===== src/include/apim_pkg.sv =====
// Constants for the alarm pin polarity and interrupt mask block.
package apim_pkg;
  // ==========================================================================
  // Register offsets
  localparam logic [7:0] APIM_POLARITY_ADDR = 8'h16;
  localparam logic [7:0] APIM_SIGLOSS_MASK_ADDR = 8'h17;
  localparam logic [7:0] APIM_FREQLOCK_MASK_ADDR = 8'h18;
  // ==========================================================================
  // Values after reset
  localparam logic [7:0] APIM_POLARITY_RESET = 8'hdf;
  localparam logic [7:0] APIM_SIGLOSS_MASK_RESET = 8'h1f;
  localparam logic [7:0] APIM_FREQLOCK_MASK_RESET = 8'h3f;
  // ==========================================================================
  // Field positions
  localparam int APIM_CLOCK_ACTIVE_POL_BIT = 3;
  localparam int APIM_CLOCK_BAD_POL_BIT = 2;
  localparam int APIM_LOCK_LOSS_POL_BIT = 1;
  localparam int APIM_IRQ_POL_BIT = 0;
  localparam int APIM_IN2_LOS_MASK_BIT = 2;
  localparam int APIM_IN1_LOS_MASK_BIT = 1;
  localparam int APIM_XTAL_LOS_MASK_BIT = 0;
  localparam int APIM_IN2_FOS_MASK_BIT = 2;
  localparam int APIM_IN1_FOS_MASK_BIT = 1;
  localparam int APIM_LOCK_LOSS_MASK_BIT = 0;
  // Writable width of the polarity register; bits above are read-only.
  localparam int APIM_FIELD_WIDTH = 4;
  // Writable width of both mask registers; bit 3 and up are read-only.
  localparam int APIM_MASK_WIDTH = 3;
  localparam logic [7:0] APIM_UNMAPPED_READ = 8'h00;
endpackage


===== src/hdl/apim_pin_drv.sv =====
// Registered polarity and enable stage for one alarm output pin.
`timescale 1ns/10ps
module apim_pin_drv (
  input wire logic mclk,
  input wire logic rst_n,
  input wire logic active,
  input wire logic active_high,
  input wire logic enable,
  output logic pin_o,
  output logic pin_oe
);
  logic next_pin_o;
  logic next_pin_oe;

  // ==========================================================================
  // Active high passes the level; active low inverts it.
  always_comb begin
    next_pin_o = active_high ? active : ~active;
    next_pin_oe = enable;
  end

  // Reset drives the idle level of an active-high pin, released.
  always_ff @(posedge mclk or negedge rst_n) begin
    if (!rst_n) begin
      pin_o <= 1'b0;
      pin_oe <= 1'b0;
    end else begin
      pin_o <= next_pin_o;
      pin_oe <= next_pin_oe;
    end
  end
endmodule


===== src/hdl/apim_top.sv =====
// Alarm interrupt combining, masking and output pin polarity control.
`timescale 1ns/10ps
module apim_top
  import apim_pkg::*;
(
  input wire logic mclk,
  input wire logic resetn,
  input wire logic [7:0] reg_addr,
  input wire logic [7:0] reg_wdata,
  input wire logic reg_wr,
  input wire logic reg_rd,
  output logic [7:0] reg_rdata,
  input wire logic in1_signal_loss_flag,
  input wire logic in2_signal_loss_flag,
  input wire logic xtal_signal_loss_flag,
  input wire logic in1_freq_offset_flag,
  input wire logic in2_freq_offset_flag,
  input wire logic lock_loss_flag,
  input wire logic in1_bad_status,
  input wire logic in2_bad_status,
  input wire logic lock_loss_status,
  input wire logic clock_active_status,
  input wire logic irq_pin_enable,
  input wire logic in1_bad_pin_enable,
  input wire logic in2_bad_pin_enable,
  input wire logic lock_loss_pin_enable,
  input wire logic clock_active_pin_enable,
  output logic irq_status,
  output logic irq_or_in1_bad_pin_o,
  output logic irq_or_in1_bad_pin_oe,
  output logic in2_bad_pin_o,
  output logic in2_bad_pin_oe,
  output logic lock_loss_output_o,
  output logic lock_loss_output_oe,
  output logic clock_select_active_pin_o,
  output logic clock_select_active_pin_oe
);
  // ==========================================================================
  // Reset release: asserts at once, releases through two flops.
  logic rst_meta;
  logic rst_n;

  always_ff @(posedge mclk or negedge resetn) begin
    if (!resetn) begin
      rst_meta <= 1'b0;
      rst_n <= 1'b0;
    end else begin
      rst_meta <= 1'b1;
      rst_n <= rst_meta;
    end
  end

  // ==========================================================================
  // Register file. Only the low polarity nibble and the low three mask bits
  // are writable; the rest reads its reset pattern, which is fixed.
  logic [APIM_FIELD_WIDTH-1:0] polarity;
  logic [APIM_MASK_WIDTH-1:0] sigloss_mask;
  logic [APIM_MASK_WIDTH-1:0] freqlock_mask;
  logic [APIM_FIELD_WIDTH-1:0] next_polarity;
  logic [APIM_MASK_WIDTH-1:0] next_sigloss_mask;
  logic [APIM_MASK_WIDTH-1:0] next_freqlock_mask;
  logic [7:0] next_reg_rdata;

  // Writes touch only the mask and polarity storage, never the flags.
  always_comb begin
    next_polarity = polarity;
    next_sigloss_mask = sigloss_mask;
    next_freqlock_mask = freqlock_mask;
    if (reg_wr) begin
      case (reg_addr)
        APIM_POLARITY_ADDR: next_polarity = reg_wdata[APIM_FIELD_WIDTH-1:0];
        APIM_SIGLOSS_MASK_ADDR: next_sigloss_mask = reg_wdata[APIM_MASK_WIDTH-1:0];
        APIM_FREQLOCK_MASK_ADDR: next_freqlock_mask = reg_wdata[APIM_MASK_WIDTH-1:0];
        default: ;
      endcase
    end
  end

  // Read data is registered; it holds its value between reads.
  always_comb begin
    next_reg_rdata = reg_rdata;
    if (reg_rd) begin
      case (reg_addr)
        APIM_POLARITY_ADDR:
          next_reg_rdata = {APIM_POLARITY_RESET[7:APIM_FIELD_WIDTH], polarity};
        APIM_SIGLOSS_MASK_ADDR:
          next_reg_rdata = {APIM_SIGLOSS_MASK_RESET[7:APIM_MASK_WIDTH], sigloss_mask};
        APIM_FREQLOCK_MASK_ADDR:
          next_reg_rdata = {APIM_FREQLOCK_MASK_RESET[7:APIM_MASK_WIDTH], freqlock_mask};
        default: next_reg_rdata = APIM_UNMAPPED_READ;
      endcase
    end
  end

  // Reset leaves every alarm masked and every pin active high.
  always_ff @(posedge mclk or negedge rst_n) begin
    if (!rst_n) begin
      polarity <= APIM_POLARITY_RESET[APIM_FIELD_WIDTH-1:0];
      sigloss_mask <= APIM_SIGLOSS_MASK_RESET[APIM_MASK_WIDTH-1:0];
      freqlock_mask <= APIM_FREQLOCK_MASK_RESET[APIM_MASK_WIDTH-1:0];
      reg_rdata <= 8'h00;
    end else begin
      polarity <= next_polarity;
      sigloss_mask <= next_sigloss_mask;
      freqlock_mask <= next_freqlock_mask;
      reg_rdata <= next_reg_rdata;
    end
  end

  // ==========================================================================
  // Interrupt combining: a set mask bit removes that flag from the OR.
  logic next_irq_status;

  always_comb begin
    next_irq_status =
      (in2_signal_loss_flag & ~sigloss_mask[APIM_IN2_LOS_MASK_BIT]) |
      (in1_signal_loss_flag & ~sigloss_mask[APIM_IN1_LOS_MASK_BIT]) |
      (xtal_signal_loss_flag & ~sigloss_mask[APIM_XTAL_LOS_MASK_BIT]) |
      (in2_freq_offset_flag & ~freqlock_mask[APIM_IN2_FOS_MASK_BIT]) |
      (in1_freq_offset_flag & ~freqlock_mask[APIM_IN1_FOS_MASK_BIT]) |
      (lock_loss_flag & ~freqlock_mask[APIM_LOCK_LOSS_MASK_BIT]);
  end

  always_ff @(posedge mclk or negedge rst_n) begin
    if (!rst_n) begin
      irq_status <= 1'b0;
    end else begin
      irq_status <= next_irq_status;
    end
  end

  // ==========================================================================
  // Shared pin source selection. The interrupt and the input-1 bad status
  // share one pin, so the polarity follows whichever one is shown.
  logic shared_active;
  logic shared_high;
  logic shared_enable;

  always_comb begin
    shared_active = irq_pin_enable ? next_irq_status : in1_bad_status;
    shared_high = irq_pin_enable ? polarity[APIM_IRQ_POL_BIT]
                                 : polarity[APIM_CLOCK_BAD_POL_BIT];
    shared_enable = irq_pin_enable | in1_bad_pin_enable;
  end

  // ==========================================================================
  // Output pin stages, one cycle from cause to pin.
  apim_pin_drv u_shared_pin (
    .mclk(mclk),
    .rst_n(rst_n),
    .active(shared_active),
    .active_high(shared_high),
    .enable(shared_enable),
    .pin_o(irq_or_in1_bad_pin_o),
    .pin_oe(irq_or_in1_bad_pin_oe)
  );

  apim_pin_drv u_in2_bad_pin (
    .mclk(mclk),
    .rst_n(rst_n),
    .active(in2_bad_status),
    .active_high(polarity[APIM_CLOCK_BAD_POL_BIT]),
    .enable(in2_bad_pin_enable),
    .pin_o(in2_bad_pin_o),
    .pin_oe(in2_bad_pin_oe)
  );

  apim_pin_drv u_lock_loss_pin (
    .mclk(mclk),
    .rst_n(rst_n),
    .active(lock_loss_status),
    .active_high(polarity[APIM_LOCK_LOSS_POL_BIT]),
    .enable(lock_loss_pin_enable),
    .pin_o(lock_loss_output_o),
    .pin_oe(lock_loss_output_oe)
  );

  apim_pin_drv u_clock_active_pin (
    .mclk(mclk),
    .rst_n(rst_n),
    .active(clock_active_status),
    .active_high(polarity[APIM_CLOCK_ACTIVE_POL_BIT]),
    .enable(clock_active_pin_enable),
    .pin_o(clock_select_active_pin_o),
    .pin_oe(clock_select_active_pin_oe)
  );
endmodule


===== config.mk =====
export PLATFORM = sky130hd
export DESIGN_NAME = apim_top
export DESIGN_NICKNAME = d
export VERILOG_FILES = /design/src/include/apim_pkg.sv /design/src/hdl/apim_pin_drv.sv /design/src/hdl/apim_top.sv
export SDC_FILE = /design/constraint.sdc
export NUM_CORES = 1
export LEC_CHECK = 0
export BUFFER_PORTS_ARGS = -buffer_cell sky130_fd_sc_hd__buf_2
export CAP_MARGIN = 20
export CORE_MARGIN = 2
export CORE_UTILIZATION = 46
export DETAILED_ROUTE_END_ITERATION = 8
export GPL_TIMING_DRIVEN = 0
export PLACE_DENSITY = 0.87
export SLEW_MARGIN = 40
export SYNTH_ARGS = -nofsm -noshare
export SYNTH_HDL_FRONTEND = slang
export SYNTH_SLANG_ARGS = --single-unit

===== constraint.sdc =====
create_clock -name mclk -period 1.2 [get_ports mclk]
set_input_delay 0.24 -clock mclk [delete_from_list [all_inputs] [get_ports mclk]]
set_output_delay 0.24 -clock mclk [all_outputs]
set_load 0.1 [all_outputs]

==> flow_summary.toml, run 1 <==
[synthesis]
synth_edf_count = 0
ys_warn_count = 0
synth_fp_nets = 133
synth-seq-cells = 28
ys_seq_area_frac = 0.5746
async_reset_ff_frac = 1.000
yosys.area_share.simple = 0.1492
synthAdderAreaFrac = 0
synth_cells = 98
synthesis.area_mm2 = 0.001241
synthFlopType = "dfrtp_1"
synth_top_family_by_area = "simple AND/OR/NAND/NOR gates"
synthMuxAreaShare = 0.1230
synth_compound_area_frac = 0.07964
syn_area_per_cell_um2 = 12.67
synth-xor-area-share = 0.02823
synth_cell_types = 30

[status]
violations = "negative setup slack"
status = "finished with violations"

[global_routing]
grt_max_degree = 27
grt_pass1_wl_mm = 4.229
grt_usage = 0.1747
gr-total-overflow = 0
antenna_found_initial = 0
grt_pass1_vias = 977

[drt]
route.detailed.wl_per_inst_um = 14.10
firstDrtPassIters = 4
drc_errors = 0
avgViaCountPerCell = 5.109
vias = 940
ant_nets = 0
wirelength_mm = 2.595
drt_iter0_drc = 3

[timing]
min_period_ns = 1.560
setup_viol = 4
maxSlewViolCount = 0
rsz0062_at_grt = "true"
slew-limit-headroom = 0.6421
fin_worst_skew_ns = 0.002691
tightest_slew_ns = 0.5368
hold_viol_final = 0
fin_ws_ns = -0.3598
min_period_over_period = 1.300
whs_ns = 0.07132
max_freq_mhz = 641.1

[clock_network]
cts_root_buf = "clkbuf_4"
path_clk_slew_ns = 0.14
cts_tree = "done"
htreeDepth = 1
clk_latency_ns = 0.32
cts.path.max_buffers = 2
cts_buffers = 3
cts.sinks = 28

[critical_path]
path_max_fanout = 3
r2r_slack_ns = -0.36
r2r_end = "u_shared_pin.pin_o"
cp-start-kind = "flop"
critPathCaptureType = "flop"
slowest_stage = "dfstp_2"
worstPathCellList = "nor2b_1 -> a2111oi_4 -> mux2i_1 -> or3_1"
cp.arrival_ns = 1.78
worstSetupPathType = "flop to flop"
r2r-start = "freqlock_mask[1]"
required_ns = 1.42
cpPeakStageDelay_ns = 0.59
r2r_cells = 4

[min_path]
hold_class = "primary input to flop"
whs_path_depth = 2
min_to = "u_clock_active_pin.pin_o"
worstHoldStart = "clock_active_status"

[floorplanning]
floorplan.initialDensity = 0.4921
core_mm2 = 0.002522
die_h_um = 55.95
rows = 18
dieArea_mm2 = 0.003130
pin_count = 52
fp.dieW_um = 55.95

[power]
p_leak_nw = 0.7851
vdd_ir_drop_max_mv = 0.9601
power.density_mw_per_mm2 = 997.5

[place]
gp_congestion = 0.7972
io_buffers = 45
pre_cts_slack_ns = -0.3547
dp_hpwl_mm = 1.883
numPlacedInstances = 173

[cells_and_area]
drive_gt1_frac = 0.5649
fillers = 183
area.growth.synth_to_final_pct = 45.87
nets = 190
fin_cells = 184
diodes = 0

[flow_run]
maxCapViolCount = 0
## worst max-delay path, delay by kind of cell, from the launching register on
kind               cells  cell delay (ns)
muxes                  1             0.13
and+or+nand+nor        2             0.42
DFF                    1             0.59
AOI/OAI and AO/OA      1             0.32
## worst max path at each step
stage,startpoint,to,slack (ns)
global placement,freqlock_mask[2],u_shared_pin.pin_o,-0.35
finish,freqlock_mask[1],u_shared_pin.pin_o,-0.36
CTS,sigloss_mask[2],u_shared_pin.pin_o,-0.36
detailed placement,reg_addr[7],sigloss_mask[2],-0.35
floorplan,freqlock_mask[2],u_shared_pin.pin_o,-0.27
global route,freqlock_mask[1],u_shared_pin.pin_o,-0.42
## cells in the final DEF, fill, tap and decap left out, types with 2 or more instances in the layout
cell type,instances
a21oi_1,4
buf_12,9
buf_2,28
buf_4,3
buf_6,7
buf_8,3
clkbuf_1,2
clkbuf_4,3
dfrtp_1,12
dfrtp_2,6
dfstp_2,10
dlygate4sd3_1,4
inv_1,8
mux2_2,10
mux2i_1,4
nand2_1,2
nand2b_1,2
nand3_1,2
nand3_2,2
nor2_1,8
nor2b_2,2
nor4b_4,2
o21ai_0,2
o22ai_1,4
xnor2_1,3
## per-stage QoR
stage                     setup TNS, ns  total power, mW  utilization  instance area, um2
final                           -0.5101            1.806       0.7178                1810
after global routing            -0.9709            1.900       0.7178                1810
after CTS                       -0.5298            1.797       0.6751                1703
after detailed placement         -3.712            1.376       0.6022                1519
after global placement           -2.868            1.366       0.6017                1518
after floorplan                 -0.5418            1.274            -                1255
## where the power goes
part | switching [mW] | internal, mW | leakage (nW)
combinational | 0.232 | 0.146 | 0.453
sequential | 0.0426 | 0.996 | 0.317
clock | 0.259 | 0.130 | 0.0150
total | 0.533 | 1.27 | 0.785
## cells in the mapped netlist (all sizes together) (2+ instances only)
| cell type | number | area share |
|---|---|---|
| dfrtp | 18 | 0.36 |
| dfstp | 10 | 0.21 |
| mux2 | 10 | 0.091 |
| inv | 8 | 0.024 |
| nor2 | 8 | 0.024 |
| a21oi | 4 | 0.016 |
| mux2i | 4 | 0.032 |
| nand3 | 4 | 0.020 |
| o22ai | 4 | 0.020 |
| nor2b | 3 | 0.015 |
| xnor2 | 3 | 0.021 |
| buf | 2 | 0.015 |
| nand2 | 2 | 0.0061 |
| nand2b | 2 | 0.010 |
| nor4b | 2 | 0.038 |
| o21ai | 2 | 0.0081 |
## flip-flops by register name (all words and copies together), names as in the netlist, 3 cells and up
signal	cells
freqlock_mask	3
polarity	4
reg_rdata	7
sigloss_mask	3
## layout make-up
class	count	area, um2	share of cell area
Buffer	3	26.28	0.01451
Sequential cell	28	720.7	0.3981
Tap cell	30	37.54	0.02073
Multi-Input combinational cell	59	485.5	0.2681
Timing Repair Buffer	52	484.2	0.2674
Inverter	8	30.03	0.01659
Clock buffer	4	26.28	0.01451
## metal layers
| metal | global-route usage | routed length (um) | vias up | part of all wire |
|---|---|---|---|---|
| met5 | 0 | 0 | - | 0 |
| met4 | 0.09184 | 89 | 0 | 0.034 |
| met3 | 0.04186 | 184 | 9 | 0.071 |
| met2 | 0.3044 | 1294 | 40 | 0.50 |
| met1 | 0.1976 | 1027 | 439 | 0.40 |
| li1 | - | - | 452 | - |
## what timing repair did
action	CTS	global route
gates resized for setup	40	17
hold buffers	2	2
hold endpoints to repair	3	2
setup endpoints to repair	19	21
pin swaps	2	1
setup buffers	1	2
## kinds of logic (layout without fill, tap and decap cells)
kind of cell	Yosys count	after routing
muxes	14	14
and+or+nand+nor	27	27
AOI/OAI and AO/OA	13	13
xor gates and xnor gates	4	4
other	1	1
buffers and inverters	11	67
DFF	28	28
(Power assumes the default switching activity.)
==> run 2: changes to the inputs <==
--- a/config.mk
+++ b/config.mk
@@ -8,4 +8,5 @@
 export BUFFER_PORTS_ARGS = -buffer_cell sky130_fd_sc_hd__buf_2
 export CAP_MARGIN = 20
+export CORE_ASPECT_RATIO = 0.5
 export CORE_MARGIN = 2
 export CORE_UTILIZATION = 46
@@ -13,4 +14,5 @@
 export GPL_TIMING_DRIVEN = 0
 export PLACE_DENSITY = 0.87
+export SETUP_SLACK_MARGIN = 0.3
 export SLEW_MARGIN = 40
 export SYNTH_ARGS = -nofsm -noshare
==> constraint.sdc (replaced) <==
create_clock -name mclk -period 1.2 [get_ports mclk]
set_input_delay 0.36 -clock mclk [delete_from_list [all_inputs] [get_ports mclk]]
set_output_delay 0.36 -clock mclk [all_outputs]
set_load 0.1 [all_outputs]
==> flow_summary.toml, run 2 (same netlist as run 1, synthesis figures left out) <==
[status]
status = "finished with violations"
violations = "negative setup slack"

[drt]
firstDrtPassIters = 4
route.detailed.wl_per_inst_um = 24.58
wirelength_mm = 4.965
avgViaCountPerCell = 5.683
drc_errors = 0
ant_nets = 0
vias = 1148
drt_iter0_drc = 158

[place]
io_buffers = 45
gp_congestion = 0.7624
dp_hpwl_mm = 1.973
pre_cts_slack_ns = -0.4574
numPlacedInstances = 180

[critical_path]
required_ns = 1.37
worstSetupPathType = "flop to flop"
worstPathCellList = "nor2b_2 -> a2111oi_4 -> mux2i_1 -> or3_1"
path_max_fanout = 2
r2r-start = "sigloss_mask[2]"
r2r_end = "u_shared_pin.pin_o"
critPathCaptureType = "flop"
r2r_slack_ns = -0.49
cp.arrival_ns = 1.86
slowest_stage = "dfstp_2"
cp-start-kind = "flop"
cpPeakStageDelay_ns = 0.55
r2r_cells = 4

[global_routing]
gr-total-overflow = 0
grt_usage = 0.2993
grt_pass1_vias = 1157
grt_max_degree = 27
grt_pass1_wl_mm = 6.582
antenna_found_initial = 0

[clock_network]
path_clk_slew_ns = 0.10
cts_buffers = 3
clk_latency_ns = 0.28
cts.path.max_buffers = 2
htreeDepth = 1
cts.sinks = 28
cts_root_buf = "clkbuf_8"
cts_tree = "done"

[floorplanning]
pin_count = 52
floorplan.initialDensity = 0.4799
dieArea_mm2 = 0.003155
fp.dieW_um = 77.46
rows = 13
core_mm2 = 0.002586
die_h_um = 40.73

[power]
power.density_mw_per_mm2 = 1038
vdd_ir_drop_max_mv = 0.8641
p_leak_nw = 0.9412

[cells_and_area]
fin_cells = 202
top_regs = "reg_rdata (7), polarity (4)"
diodes = 0
fillers = 103
nets = 201
largest_reg_flops = 7
final_common_cell = "buf_2"
drive_gt1_frac = 0.7758
final_cell_mix = "buf_2 (24), buf_12 (18), dfrtp_4 (16)"
area.growth.synth_to_final_pct = 79.44
top_register = "reg_rdata"

[flow_run]
maxCapViolCount = 0

[timing]
hold_viol_final = 0
slew-limit-headroom = 0.6220
min_period_over_period = 1.411
fin_ws_ns = -0.4934
min_period_ns = 1.693
maxSlewViolCount = 0
setup_tns_ns = -3.248
tightest_slew_ns = 0.5670
whs_ns = 0.1835
setup_viol = 30
max_freq_mhz = 590.5
fin_worst_skew_ns = 0.01474
rsz0062_at_grt = "true"

[min_path]
whs_path_depth = 1
worstHoldStart = "lock_loss_pin_enable"
min_to = "u_lock_loss_pin.pin_oe"
hold_class = "primary input to flop"
[run 2: cell count changes in the layout (fill, tap and decap cells not counted), sizes merged]
cell / change
bufinv: +1
clkbuf: -1
buf: +14
dlygate4sd3: -3
[run 2: final cells by class]
type | instances | area (um2) | share of cell area
Sequential cell | 28 | 774.5 | 0.3478
Multi-Input combinational cell | 59 | 599.3 | 0.2691
Buffer | 3 | 36.28 | 0.01629
Clock inverter | 1 | 30.03 | 0.01348
Tap cell | 37 | 46.29 | 0.02079
Timing Repair Buffer | 63 | 669.4 | 0.3006
Inverter | 8 | 30.03 | 0.01348
Clock buffer | 3 | 41.29 | 0.01854
[run 2: per-layer routing]
metal / track usage / routed length, um
met1: 0.3137 / 1834
met2: 0.5783 / 2285
met3: 0.1035 / 478
met4: 0.1563 / 367
met5: 0 / 0
[run 2: through the flow]
stage          area, um2    util  total power, mW
2_1_floorplan       1320       -            1.295
3_3_place_gp        1592  0.6154            1.384
3_5_place_dp        1593  0.6159            1.396
4_1_cts             2098  0.8113            2.242
5_1_grt             2227  0.8612            2.379
6_report            2227  0.8612            2.311
[run 2: what timing repair did]
item / CTS / global route
endpoints found under the setup margin: 36 / 36
pin swaps: 11 / 7
hold buffers: 1 / 0
setup buffers: 11 / 6
resized for setup: 88 / 22
endpoints found under the hold margin: 2 / 0
[run 2: how the worst max path moves through the flow]
stage,startpoint,to,slack [ns],cells past startpoint
2_1_floorplan,freqlock_mask[2],u_shared_pin.pin_o,-0.27,4
3_3_place_gp,reg_addr[5],sigloss_mask[1],-0.40,4
3_5_place_dp,reg_addr[5],sigloss_mask[1],-0.46,4
4_1_cts,sigloss_mask[2],u_shared_pin.pin_o,-0.38,4
5_1_grt,sigloss_mask[1],u_shared_pin.pin_o,-0.50,4
6_report,sigloss_mask[2],u_shared_pin.pin_o,-0.49,4
[run 2: critical path, delay by kind of cell, from the launching register on]
family          cells  cell delay (ns)
compound gates      1             0.47
flops               1             0.55
mux                 1             0.18
simple gates        2             0.39
[run 2: power breakdown]
part / leakage (nW) / internal, mW / total [mW] / switching, mW
clock: 0.0357 / 0.447 / 0.743 / 0.296
sequential: 0.304 / 1.01 / 1.07 / 0.0569
combinational: 0.601 / 0.214 / 0.503 / 0.289
total: 0.941 / 1.67 / 2.31 / 0.642
==> run 3: changes to the inputs <==
Settings changed: CELL_PAD_IN_SITES_DETAIL_PLACEMENT from default to 1, CELL_PAD_IN_SITES_GLOBAL_PLACEMENT from default to 1, CORE_UTILIZATION 46 to 36, PLACE_DENSITY 0.87 to 0.88.
==> flow_summary.toml, run 3 (same netlist as run 1, synthesis figures left out) <==
[timing]
rsz0062_at_grt = "true"
whs_ns = 0.1692
tightest_slew_ns = 0.7204
min_period_ns = 1.660
fin_ws_ns = -0.4602
min_period_over_period = 1.384
maxSlewViolCount = 0
hold_viol_final = 0
setup_viol = 31
slew-limit-headroom = 0.5198
fin_worst_skew_ns = 0.004678
max_freq_mhz = 602.3

[critical_path]
cp.arrival_ns = 1.84
r2r_end = "u_shared_pin.pin_o"
critPathCaptureType = "flop"
cpPeakStageDelay_ns = 0.57
worstSetupPathType = "flop to flop"
path_max_fanout = 2
critPathCapture = "u_shared_pin.pin_o"
r2r_cells = 4
required_ns = 1.38
cp-start-kind = "flop"
r2r_slack_ns = -0.46
worstPathCellList = "inv_2 -> a2111oi_4 -> mux2i_1 -> or3_1"
worstSetupStartpoint = "sigloss_mask[1]"
r2r-start = "sigloss_mask[1]"
slowest_stage = "dfstp_2"

[cells_and_area]
multiInputGateArea_um2 = 601.8
final_common_cell = "buf_2"
top_regs = "reg_rdata (7), polarity (4)"
diodes = 0
fin_cells = 208
seq_area_um2 = 774.5
largest_reg_flops = 7
nets = 202
top_register = "reg_rdata"
final_cell_mix = "buf_2 (25), buf_12 (18), dfrtp_4 (16)"
area.growth.synth_to_final_pct = 77.92
drive_gt1_frac = 0.7590
fillers = 309

[place]
numPlacedInstances = 185
dp_hpwl_mm = 2.207
io_buffers = 45
pre_cts_slack_ns = -0.4452
gp_congestion = 0.7617

[floorplanning]
pin_count = 52
fp.dieW_um = 87.04
core_mm2 = 0.003359
rows = 15
dieArea_mm2 = 0.003962
floorplan.initialDensity = 0.3695
die_h_um = 45.52

[status]
status = "finished with violations"
violations = "negative setup slack"

[drt]
ant_nets = 0
drt_iter0_drc = 64
route.detailed.wl_per_inst_um = 26.17
firstDrtPassIters = 4
vias = 1157
avgViaCountPerCell = 5.563
drc_errors = 0
wirelength_mm = 5.444

[clock_network]
cts.sinks = 28
path_clk_slew_ns = 0.10
cts_tree = "done"
cts_root_buf = "clkbuf_8"
cts.path.max_buffers = 2
clk_latency_ns = 0.29
htreeDepth = 1
cts_buffers = 3

[power]
p_seq_frac = 0.488
power.density_mw_per_mm2 = 989.5
p_leak_nw = 0.9328
switchingPower_mw = 0.6728
p_int_mw = 1.512
vdd_ir_drop_max_mv = 0.4408
swShare = 0.3079
p_clk_frac = 0.284
comb_power_share = 0.228

[global_routing]
grt_pass1_wl_mm = 7.003
grt_max_degree = 27
grt_pass1_vias = 1238
grt_usage = 0.2533
gr-total-overflow = 0
antenna_found_initial = 0

[min_path]
hold_class = "primary input to flop"

[flow_run]
maxCapViolCount = 0
[run 3: cell types whose count changed in the layout (fill, tap and decap cells not counted), sizes merged]
cell    previous run  this run
clkbuf             4         5
buf               64        65
bufinv             1         0
[run 3: critical path, delay by kind of cell (launching register included)]
family | cells | cell delay (ns)
AOI/OAI and AO/OA | 1 | 0.43
buffers and inverters | 1 | 0.06
DFF | 1 | 0.57
muxes | 1 | 0.15
and+or+nand+nor | 1 | 0.33
[run 3: timing repair]
| action | 4_1_cts | 5_1_grt |
|---|---|---|
| gates cloned | 0 | 0 |
| buffers inserted | 12 | 6 |
| setup endpoints to repair | 36 | 36 |
| hold buffers | 1 | 0 |
| resized for setup | 93 | 10 |
| endpoints found under the hold margin | 2 | 0 |
| pin swaps | 6 | 7 |
[run 3: metrics by stage]
| stage | util | setup TNS, ns | power (mW) | instance area, um2 |
|---|---|---|---|---|
| after floorplan | - | -1.764 | 1.295 | 1320 |
| after global placement | 0.4756 | -5.079 | 1.386 | 1598 |
| after detailed placement | 0.4760 | -5.350 | 1.399 | 1599 |
| after CTS | 0.6287 | -2.496 | 2.110 | 2112 |
| after global routing | 0.6574 | -3.926 | 2.245 | 2208 |
| final | 0.6574 | -3.447 | 2.185 | 2208 |
[run 3: metal layers]
metal / share of wire / vias up / global-route usage
li1: - / 470 / -
met3: 0.050 / 29 / 0.06341
met5: 0 / - / 0
met4: 0.054 / 0 / 0.1313
met2: 0.48 / 70 / 0.4458
met1: 0.41 / 588 / 0.2958
[run 3: final cells by class]
class | count | area share
multi-input combinational | 59 | 0.2725
inverter | 8 | 0.01360
timing repair buffer | 64 | 0.2986
sequential | 28 | 0.3507
tap | 42 | 0.02380
clock buffer | 4 | 0.02493
buffer | 3 | 0.01586
[run 3: how the worst min path moves through the flow]
stage	from	end	slack, ns	cells after the start
floorplan	resetn	rst_meta	0.06	0
detailed placement	resetn	rst_meta	0.15	1
global placement	resetn	rst_n	0.14	1
global route	clock_active_pin_enable	u_clock_active_pin.pin_oe	0.17	1
finish	clock_active_pin_enable	u_clock_active_pin.pin_oe	0.17	1
CTS	clock_active_pin_enable	u_clock_active_pin.pin_oe	0.18	1
[run 3: power by group through the flow]
stage	Combinational, mW	Clock, mW	Sequential, mW
after floorplan	0.0906	0	1.20
after global placement	0.326	0	1.06
after detailed placement	0.335	0	1.06
after CTS	0.447	0.603	1.06
after global routing	0.511	0.661	1.07
final	0.498	0.620	1.07
